$ cat config.mk
export PLATFORM = sky130hd
export DESIGN_NAME = scm_clock_ctrl
export DESIGN_NICKNAME = d
export VERILOG_FILES = /design/src/design/scm_pkg.sv /design/src/design/scm_clock_ctrl.sv
export SDC_FILE = /design/constraint.sdc
export NUM_CORES = 1
export LEC_CHECK = 0
export BUFFER_PORTS_ARGS = -buffer_cell sky130_fd_sc_hd__buf_2
export CORE_UTILIZATION = 30
export CTS_CLUSTER_DIAMETER = 150
export CTS_CLUSTER_SIZE = 25
export DETAILED_ROUTE_END_ITERATION = 16
export HOLD_SLACK_MARGIN = 0.06
export PLACE_DENSITY_LB_ADDON = 0.15
export SYNTH_ARGS = -nofsm -noshare
export SYNTH_HDL_FRONTEND = slang
export SYNTH_SLANG_ARGS = --single-unit
$ cat constraint.sdc
create_clock -name clk -period 3.48 [get_ports clk]
set_clock_uncertainty 0.1 [all_clocks]
set_input_delay 0.174 -clock clk [delete_from_list [all_inputs] [get_ports clk]]
set_output_delay 0.174 -clock clk [all_outputs]
set_load 0.05 [all_outputs]
$ cat src/design/scm_pkg.sv
package scm_pkg;
  // stabilization select field: overflow after 2^(base+sel) main clocks
  localparam int STAB_SEL_W = 3;
  localparam logic [2:0] STAB_SEL_RST = 3'h5;
  localparam int STAB_BASE_EXP = 10;
  localparam int STAB_RST_EXP = 15;
  localparam int WDT_CNT_W = 20;
  localparam int DIV_W = 3;
  localparam int N_TMR8 = 2;
  localparam int N_CSI = 3;
  localparam int CLK_HZ = 25000000;
  // clock mode stays this many cycles in the switch state before entering subclock mode
  localparam int CLKSW_SYNC = 2;
endpackage

$ cat src/design/scm_clock_ctrl.sv
`timescale 1ns/1ps
module scm_clock_ctrl #(
  parameter int N_TMR8 = scm_pkg::N_TMR8,
  parameter int N_CSI = scm_pkg::N_CSI
) (
  input wire logic clk,
  input wire logic rst,
  input wire logic reset_pin_n,
  input wire logic stop_enter,
  input wire logic stop_wake_irq,
  input wire logic [scm_pkg::STAB_SEL_W-1:0] stab_time_select_reg,
  input wire logic subclock_select_bit,
  input wire logic main_osc_stop_bit,
  input wire logic [scm_pkg::DIV_W-1:0] cpu_clock_divider_field,
  input wire logic wdt1_run,
  input wire logic wdt1_clear,
  input wire logic [N_TMR8-1:0] timer8_ext_clock_sel,
  input wire logic interval_timer_h_one_subclk_sel,
  input wire logic watch_subclk_sel,
  input wire logic wdt2_subclk_sel,
  input wire logic [N_CSI-1:0] csi_ext_clock_sel,
  input wire logic uart0_ext_baud_sel,
  output logic subclock_status_bit,
  output logic sys_clk_sel_sub,
  output logic main_osc_en,
  output logic in_stop,
  output logic stab_wait,
  output logic cpu_run,
  output logic [scm_pkg::DIV_W-1:0] cpu_div_out,
  output logic [scm_pkg::WDT_CNT_W-1:0] wdt1_count,
  output logic wdt1_overflow,
  output logic main_periph_en,
  output logic [N_TMR8-1:0] timer8_en,
  output logic interval_timer_h_one_en,
  output logic watch_en,
  output logic wdt2_en,
  output logic [N_CSI-1:0] csi_en,
  output logic uart0_en
);
  typedef enum logic [1:0] {
    SCM_RUN,
    SCM_STOP,
    SCM_STAB
  } scm_pwr_e;

  typedef enum logic [1:0] {
    SCM_NORMAL,
    SCM_SWITCH,
    SCM_SUB
  } scm_clk_e;

  localparam int CW = scm_pkg::WDT_CNT_W;
  localparam int DW = scm_pkg::DIV_W;

  // synchroniser stages for the pin and the wake request
  logic rpin_meta_r;
  logic rpin_meta_nxt;
  logic rpin_sync_r;
  logic rpin_sync_nxt;
  logic rpin_prev_r;
  logic rpin_prev_nxt;
  logic wake_meta_r;
  logic wake_meta_nxt;
  logic wake_sync_r;
  logic wake_sync_nxt;
  logic rpin_fall;

  // power state and the overflow exponent it waits on
  scm_pwr_e pwr_r;
  scm_pwr_e pwr_nxt;
  logic [4:0] ovf_exp_r;
  logic [4:0] ovf_exp_nxt;
  logic [4:0] prog_exp;

  // clock mode, switch delay and oscillator stop
  scm_clk_e clk_r;
  scm_clk_e clk_nxt;
  logic [1:0] sw_cnt_r;
  logic [1:0] sw_cnt_nxt;
  logic osc_stop_r;
  logic osc_stop_nxt;

  // shared watchdog 1 counter
  logic [CW-1:0] cnt_r;
  logic [CW-1:0] cnt_nxt;
  logic [CW-1:0] ovf_mask;
  logic cnt_at_ovf;
  logic ovf_r;
  logic ovf_nxt;

  // registered copy of the divider field
  logic [DW-1:0] div_r;
  logic [DW-1:0] div_nxt;

  // main clock is stopped only while in subclock mode
  logic main_stopped;

  // pin and wake inputs come from other domains
  always_comb begin
    rpin_meta_nxt = reset_pin_n;
    rpin_sync_nxt = rpin_meta_r;
    rpin_prev_nxt = rpin_sync_r;
    wake_meta_nxt = stop_wake_irq;
    wake_sync_nxt = wake_meta_r;
  end

  // pin stages reset to the idle high level, so no false edge after reset
  always_ff @(posedge clk or posedge rst) begin
    if (rst) begin
      rpin_meta_r <= 1'h1;
      rpin_sync_r <= 1'h1;
      rpin_prev_r <= 1'h1;
      wake_meta_r <= 1'h0;
      wake_sync_r <= 1'h0;
    end else begin
      rpin_meta_r <= rpin_meta_nxt;
      rpin_sync_r <= rpin_sync_nxt;
      rpin_prev_r <= rpin_prev_nxt;
      wake_meta_r <= wake_meta_nxt;
      wake_sync_r <= wake_sync_nxt;
    end
  end

  // the second and third stages feed the edge detector
  assign rpin_fall = rpin_prev_r & ~rpin_sync_r;

  // programmed exponent, base plus select
  assign prog_exp = 5'(scm_pkg::STAB_BASE_EXP) + 5'(stab_time_select_reg);

  // low bits that must all be set for an overflow
  assign ovf_mask = CW'((64'h1 << ovf_exp_r) - 64'h1);
  assign cnt_at_ovf = (cnt_r & ovf_mask) == ovf_mask;

  // power state: run, stop, stabilization wait
  always_comb begin
    pwr_nxt = pwr_r;
    ovf_exp_nxt = ovf_exp_r;
    case (pwr_r)
      SCM_RUN: begin
        // running overflow follows the programmed select
        ovf_exp_nxt = prog_exp;
        if (stop_enter && !rpin_fall) begin
          pwr_nxt = SCM_STOP;
        end
      end
      SCM_STOP: begin
        if (rpin_fall) begin
          ovf_exp_nxt = 5'(scm_pkg::STAB_RST_EXP);
          pwr_nxt = SCM_STAB;
        end else if (wake_sync_r) begin
          ovf_exp_nxt = prog_exp;
          pwr_nxt = SCM_STAB;
        end
      end
      SCM_STAB: begin
        if (cnt_at_ovf) begin
          pwr_nxt = SCM_RUN;
        end
      end
      default: begin
        pwr_nxt = SCM_RUN;
      end
    endcase
  end

  always_ff @(posedge clk or posedge rst) begin
    if (rst) begin
      pwr_r <= SCM_RUN;
      ovf_exp_r <= 5'(scm_pkg::STAB_RST_EXP);
    end else begin
      pwr_r <= pwr_nxt;
      ovf_exp_r <= ovf_exp_nxt;
    end
  end

  // clock mode: normal, switching, subclock
  always_comb begin
    clk_nxt = clk_r;
    sw_cnt_nxt = 2'h0;
    osc_stop_nxt = osc_stop_r;
    case (clk_r)
      SCM_NORMAL: begin
        osc_stop_nxt = 1'h0;
        if (subclock_select_bit && pwr_r == SCM_RUN) begin
          clk_nxt = SCM_SWITCH;
        end
      end
      SCM_SWITCH: begin
        // switch delay lets the subclock path settle first
        sw_cnt_nxt = sw_cnt_r + 2'h1;
        if (!subclock_select_bit) begin
          clk_nxt = SCM_NORMAL;
        end else if (sw_cnt_r == 2'(scm_pkg::CLKSW_SYNC - 1)) begin
          clk_nxt = SCM_SUB;
        end
      end
      SCM_SUB: begin
        osc_stop_nxt = main_osc_stop_bit;
        // relies on software restarting oscillator first
        if (!subclock_select_bit) begin
          // back to normal on main clock
          clk_nxt = SCM_NORMAL;
          osc_stop_nxt = 1'h0;
        end
      end
      default: begin
        clk_nxt = SCM_NORMAL;
      end
    endcase
    if (rpin_fall) begin
      clk_nxt = SCM_NORMAL;
      osc_stop_nxt = 1'h0;
    end
  end

  always_ff @(posedge clk or posedge rst) begin
    if (rst) begin
      clk_r <= SCM_NORMAL;
      sw_cnt_r <= 2'h0;
      osc_stop_r <= 1'h0;
    end else begin
      clk_r <= clk_nxt;
      sw_cnt_r <= sw_cnt_nxt;
      osc_stop_r <= osc_stop_nxt;
    end
  end

  // watchdog 1 counter, shared with stabilization timing
  always_comb begin
    cnt_nxt = cnt_r;
    ovf_nxt = 1'h0;
    if (pwr_r == SCM_STOP) begin
      // cleared in stop so the wait starts from zero
      cnt_nxt = {CW{1'h0}};
    end else if (pwr_r == SCM_STAB) begin
      cnt_nxt = cnt_r + CW'(1);
    end else if (clk_r == SCM_SUB) begin
      cnt_nxt = cnt_r;
    end else if (wdt1_clear) begin
      cnt_nxt = {CW{1'h0}};
    end else if (wdt1_run) begin
      cnt_nxt = cnt_r + CW'(1);
      ovf_nxt = cnt_at_ovf;
    end
  end

  always_ff @(posedge clk or posedge rst) begin
    if (rst) begin
      cnt_r <= {CW{1'h0}};
      ovf_r <= 1'h0;
    end else begin
      cnt_r <= cnt_nxt;
      ovf_r <= ovf_nxt;
    end
  end

  // divider copied untouched by mode changes
  always_comb begin
    div_nxt = cpu_clock_divider_field;
  end

  always_ff @(posedge clk or posedge rst) begin
    if (rst) begin
      div_r <= {DW{1'h0}};
    end else begin
      div_r <= div_nxt;
    end
  end

  assign cpu_div_out = div_r;

  assign subclock_status_bit = (clk_r == SCM_SUB);

  assign sys_clk_sel_sub = (clk_r == SCM_SUB);

  // stop always halts the oscillator, whatever the stop bit says
  assign main_osc_en = !osc_stop_r && (pwr_r != SCM_STOP);

  assign in_stop = (pwr_r == SCM_STOP);
  assign stab_wait = (pwr_r == SCM_STAB);
  assign cpu_run = (pwr_r == SCM_RUN);

  assign wdt1_count = cnt_r;
  assign wdt1_overflow = ovf_r;

  // main stopped only counts while in subclock mode
  assign main_stopped = (clk_r == SCM_SUB) && osc_stop_r;

  assign main_periph_en = !main_stopped;

  for (genvar i = 0; i < N_TMR8; i++) begin : g_tmr8
    assign timer8_en[i] = !main_stopped || timer8_ext_clock_sel[i];
  end

  assign interval_timer_h_one_en = !main_stopped || interval_timer_h_one_subclk_sel;
  assign watch_en = !main_stopped || watch_subclk_sel;

  assign wdt2_en = !main_stopped || wdt2_subclk_sel;

  for (genvar j = 0; j < N_CSI; j++) begin : g_csi
    assign csi_en[j] = !main_stopped || csi_ext_clock_sel[j];
  end

  assign uart0_en = !main_stopped || uart0_ext_baud_sel;
endmodule

# Yosys cells after proc, flatten, opt, wreduce, memory -nomap -nowiden
# Cells that the tools add are included.
# classes
add_sub_neg	4
eq_ne	14
n_shift	1
n_mux	28
bitwise_logic	3
reduce_logical	25
# ops
op	n
20-bit 2-to-1 mux	5
20-bit by 1-bit adder with 20-bit output (second input constant)	1
20-bit bitwise AND	1
20-bit equality test	1
2-bit 2-to-1 mux	10
1-bit by 5-bit << shifter with 20-bit output (first input constant)	1
20-bit by 1-bit subtractor with 20-bit output (second input constant)	1
2-bit case mux with 3 select lines	2
5-bit 2-to-1 mux	2
5-bit case mux with 2 select lines	1
1-bit logical OR	9
1-bit 2-to-1 mux	7
2-bit by 1-bit equality test with 1-bit output (second input constant)	3
2-bit by 1-bit != test with 1-bit output (second input constant)	3
3-bit by 1-bit != test with 1-bit output (second input constant)	2
3-bit AND reduction	2
4-bit by 3-bit adder with 5-bit output (first input constant)	1
2-bit equality test (second input constant)	2
1-bit logical AND	4
2-bit logical NOT	2
4-bit != test (second input constant)	1
2-bit AND reduction	2
4-bit nonzero test	1
1-bit logical NOT	3
other kinds (8)	8
# totals
register_bits	41
inputBits	24
out_inout_bits	40
word_cells	88

# Longest topological paths before layout
# depth
word_depth	9
depth_mapped	13
ltp_nobuf	9

# Worst setup path after synthesis
# Ideal clock, no wire load.
# synth_timing
path_kind	flip-flop to flip-flop
startpoint	register ovf_exp_r[4]
endpoint	register pwr_r[1]
setup_time_ns	0.101
t_arrival_ns	2.762
required_time_ns	3.279
path_slack_ns	0.517
stages_incl_launch_ff	12
n_path_buf	3
period_less_slack_ns	2.963
path_cell_list	dfrtp_1 > buf_6 > or3_2 > or3_1 > ha_1 > buf_12 > clkbuf_8 > nand3b_1 > a31oi_1 > or3_4 > o41a_1 > o32ai_1
# synth_via
elab_chain_len	6
# synth_lines
item	line_no	source
start, declared	scm_clock_ctrl.sv:71	logic [4:0] ovf_exp_r;
start signal, assigned	scm_clock_ctrl.sv:169	ovf_exp_r <= 5'(scm_pkg::STAB_RST_EXP);
start signal, assigned	scm_clock_ctrl.sv:172	ovf_exp_r <= ovf_exp_nxt;
1-bit by 5-bit << shifter with 20-bit output (*)	scm_clock_ctrl.sv:131	assign ovf_mask = CW'((64'h1 << ovf_exp_r) - 64'h1);
20-bit by 1-bit subtractor with 20-bit output (*)	scm_clock_ctrl.sv:131	
20-bit bitwise AND	scm_clock_ctrl.sv:132	assign cnt_at_ovf = (cnt_r & ovf_mask) == ovf_mask;
20-bit equality test (*)	scm_clock_ctrl.sv:132	
2-bit by 1-bit != test with 1-bit output (no line) (*)	-	
3-bit AND reduction (no line) (*)	-	
end signal, assigned	scm_clock_ctrl.sv:171	pwr_r <= pwr_nxt;
end, declared	scm_clock_ctrl.sv:69	scm_pwr_e pwr_r;
# Every way passes the cells marked *; elsewhere a longest branch is shown, timed or not.
# A chain may end at the register's enable or synchronous reset.

# Worst setup path in the final report
# layout_timing
startpoint	register ovf_exp_r[3]
endpoint	register pwr_r[1]
# Same word-level chain as after synthesis.

==> results.sh <==
export IMPL_drc=0
export IMPL_p_sw_share_pct=46.62
export IMPL_grt_pass1_vias=2143
export IMPL_route_met2_wl_mm=3.041
export IMPL_nNetsFinal=377
export IMPL_overflow=0
export IMPL_r2r_slack_ps=300
export IMPL_fin_util_pct=37.28
export IMPL_h_tree_depth=2
export IMPL_start_kind="register"
export IMPL_post_place_ws_ps=310.5
export IMPL_tns_ps=0
export IMPL_worst_slew_pin_slew_ps=791.6
export IMPL_cts_buffers=5
export IMPL_leakage_nw=1.383
export IMPL_die_y_um=93.61
export IMPL_place_area_um2=2850
export IMPL_synth_largest_area_cell="dfrtp_1"
export IMPL_cp_endpoint="pwr_r[1]"
export IMPL_drt_vias_per_instance=4.989
export IMPL_cp_end_kind="register"
export IMPL_finalSetupViolCount=0
export IMPL_cts_hold_buf=10
export IMPL_instances_no_fill=452
export IMPL_postLayoutCellArea_um2=3048
export IMPL_p_comb_share_pct=45.3
export IMPL_synthArstFlopShare_pct=100.0
export IMPL_wl_met3_um=193
export IMPL_fp_dieArea_um2=8762
export IMPL_die_w_um=93.61
export IMPL_synthesis_nets=307
export IMPL_postCtsResizedCells=0
export IMPL_cts_tree="done"
export IMPL_total_power_mw=1.911
export IMPL_wire_per_inst_um=14.15
export IMPL_cts_buffer_depth=2
export IMPL_worstSetupPathType="register to register"
export IMPL_cts_clk_slew_worst_paths_ps=100
export IMPL_clock_sinks=41
export IMPL_crit_reg2reg_launch="ovf_exp_r[3]"
export IMPL_synth_cell_types=61
export IMPL_drtAntennaViolNets=0
export IMPL_synth_edf_count=0
export IMPL_max_freq_mhz=314.0
export IMPL_drt_met1_wl_mm=3.106
export IMPL_hold_class="primary input to register"
export IMPL_gp_congestion=0.8078
export IMPL_setup_ws_ps=295.5
export IMPL_whs_ps=130.4
export IMPL_n_fill_cell=852
export IMPL_syn_to_final_growth_pct=21.07
export IMPL_dp_hpwl_mm=4.676
export IMPL_synth_avg_cell_area_um2=9.121
export IMPL_antenna_found_initial=0
export IMPL_post_cts_buffers=0
export IMPL_timing_slew_headroom_pct=47.17
export IMPL_synth_seq_area_share_pct=41.10
export IMPL_synthCells=276
export IMPL_cap_violations=0
export IMPL_numPortBuffers=63
export IMPL_wl_mm=6.395
export IMPL_ys_top_cells_by_area="dfrtp_1 (34%), dfstp_2 (7.3%), o21ai_0 (4.0%), nor2_1 (3.6%), ha_1 (3.5%)"
export IMPL_num_rows=33
export IMPL_dr_pass1_iters=4
export IMPL_first_iter_violations=105
export IMPL_finalCritPeriodShare_pct=91.51
export IMPL_required_ps=3550
export IMPL_outcome="finished clean"
export IMPL_post_route_min_period_ps=3185
export IMPL_dp_cells=434
export IMPL_ir_drop_mv=0.2529
export IMPL_slew_viol_final=0
export IMPL_pwr_share_clk_pct=18.5
export IMPL_antenna_cells=0
export IMPL_ys_warn_count=0
export IMPL_grt_pass1_wl_mm=10.63
export IMPL_finalHoldViolations=0
export IMPL_critPathLaunch="ovf_exp_r[3]"
export IMPL_coreArea_um2=8175
export IMPL_clock_latency_ps=310
export IMPL_grt_max_degree=26
export IMPL_synthMostInstantiatedCell="dfrtp_1"
export IMPL_seqPwrFrac_pct=36.2
export IMPL_num_vias=2255
export IMPL_worst_path_max_fanout=16
export IMPL_synth_top_area_share_pct=33.80
export IMPL_p_int_mw=1.020
export IMPL_ios=64
export IMPL_power_switching_mw=0.8909
export IMPL_rsz0062_at_grt="no"
export IMPL_reg2reg_depth=8
export IMPL_synthFlopType="dfrtp_1"
export IMPL_cts_root_buf="clkbuf_8"
export IMPL_start_util_pct=30.79
export IMPL_drive_above_1_share_pct=29.97
export IMPL_top_layer_used="met4"
export IMPL_synth_seq_cells=41
export IMPL_track_usage_pct=15.45
export IMPL_cp_arrival_ps=3250
export IMPL_worst_r2r_endpoint="pwr_r[1]"
export IMPL_ys_top_cells_by_count="dfrtp_1 (34), nor2_1 (24), nand2_1 (23)"
export IMPL_p_per_area_nw_per_um2=626.9
export IMPL_syn_cell_area_um2=2517
cell families after synthesis:
family                     share of synthesized area [%]
AOI/OAI and AO/OA                                  18.29
adders and majority gates                          3.479
muxes                                             0.4473
and+or+nand+nor                                    25.40
xor gates and xnor gates                           3.479
buffers and inverters                              7.803
DFF                                                41.10
power groups by stage:
| stage | Sequential (mW) | Combinational, mW | Clock [mW] |
|---|---|---|---|
| after global placement | 0.699 | 0.862 | 0 |
| after detailed placement | 0.697 | 0.857 | 0 |
| final | 0.692 | 0.865 | 0.353 |
| after CTS | 0.689 | 0.869 | 0.369 |
| after floorplan | 0.672 | 0.733 | 0 |
| after global routing | 0.709 | 0.966 | 0.384 |
worst max-delay path, cell delays in order, from the launching register on:
cell and delay [ps]:
dfstp_2 450, or3_2 490, or3_1 320, ha_1 390, a22oi_2 250, nor3_1 60, or3_4 410, nor4b_1 410
o32ai_1 160
worst min-delay path by stage:
stage / from / endpoint / slack, ps / cells after the start
after floorplan: reset_pin_n / rpin_meta_r / 80 / 0
after global placement: reset_pin_n / rpin_meta_r / 180 / 1
after detailed placement: stop_wake_irq / wake_meta_r / 180 / 1
after CTS: stab_time_select_reg[2] / ovf_exp_r[2] / 120 / 3
after global routing: stab_time_select_reg[2] / ovf_exp_r[2] / 140 / 3
final: stab_time_select_reg[2] / ovf_exp_r[2] / 130 / 3
cells in the final DEF, fill, tap and decap left out, types with 10 or more instances in the layout:
master,n
buf_2,63
dfrtp_1,34
nor2_1,24
nand2_1,23
o21ai_0,20
inv_1,16
a21oi_1,16
or2_2,10
dlygate4sd3_1,10
sequential cells by signal, summed over array words and instances (netlist names):
signal and flops:
rpin_prev_r 1, cpu_div_out 3, rpin_meta_r 1, ovf_exp_r 5, wake_meta_r 1, rpin_prev_nxt 1
clk_r 2, wake_sync_r 1, sw_cnt_r 2, osc_stop_r 1, pwr_r 2, wdt1_count 20
wdt1_overflow 1
metal layers:
layer / GRT usage (%) / vias up
met5: 0 / -
met4: 3.974 / 0
met3: 2.846 / 6
met2: 24.39 / 41
met1: 21.62 / 1083
li1: - / 1125
final cells by class:
type,instances,area (um2),share of cell area (%)
inverter,16,60.06,1.970
timing repair buffer,76,437.9,14.37
clock inverter,3,28.78,0.9442
multi-input combinational,206,1286,42.20
tap,105,131.4,4.310
clock buffer,5,68.82,2.258
sequential,41,1035,33.95
(Power assumes the default switching activity.)
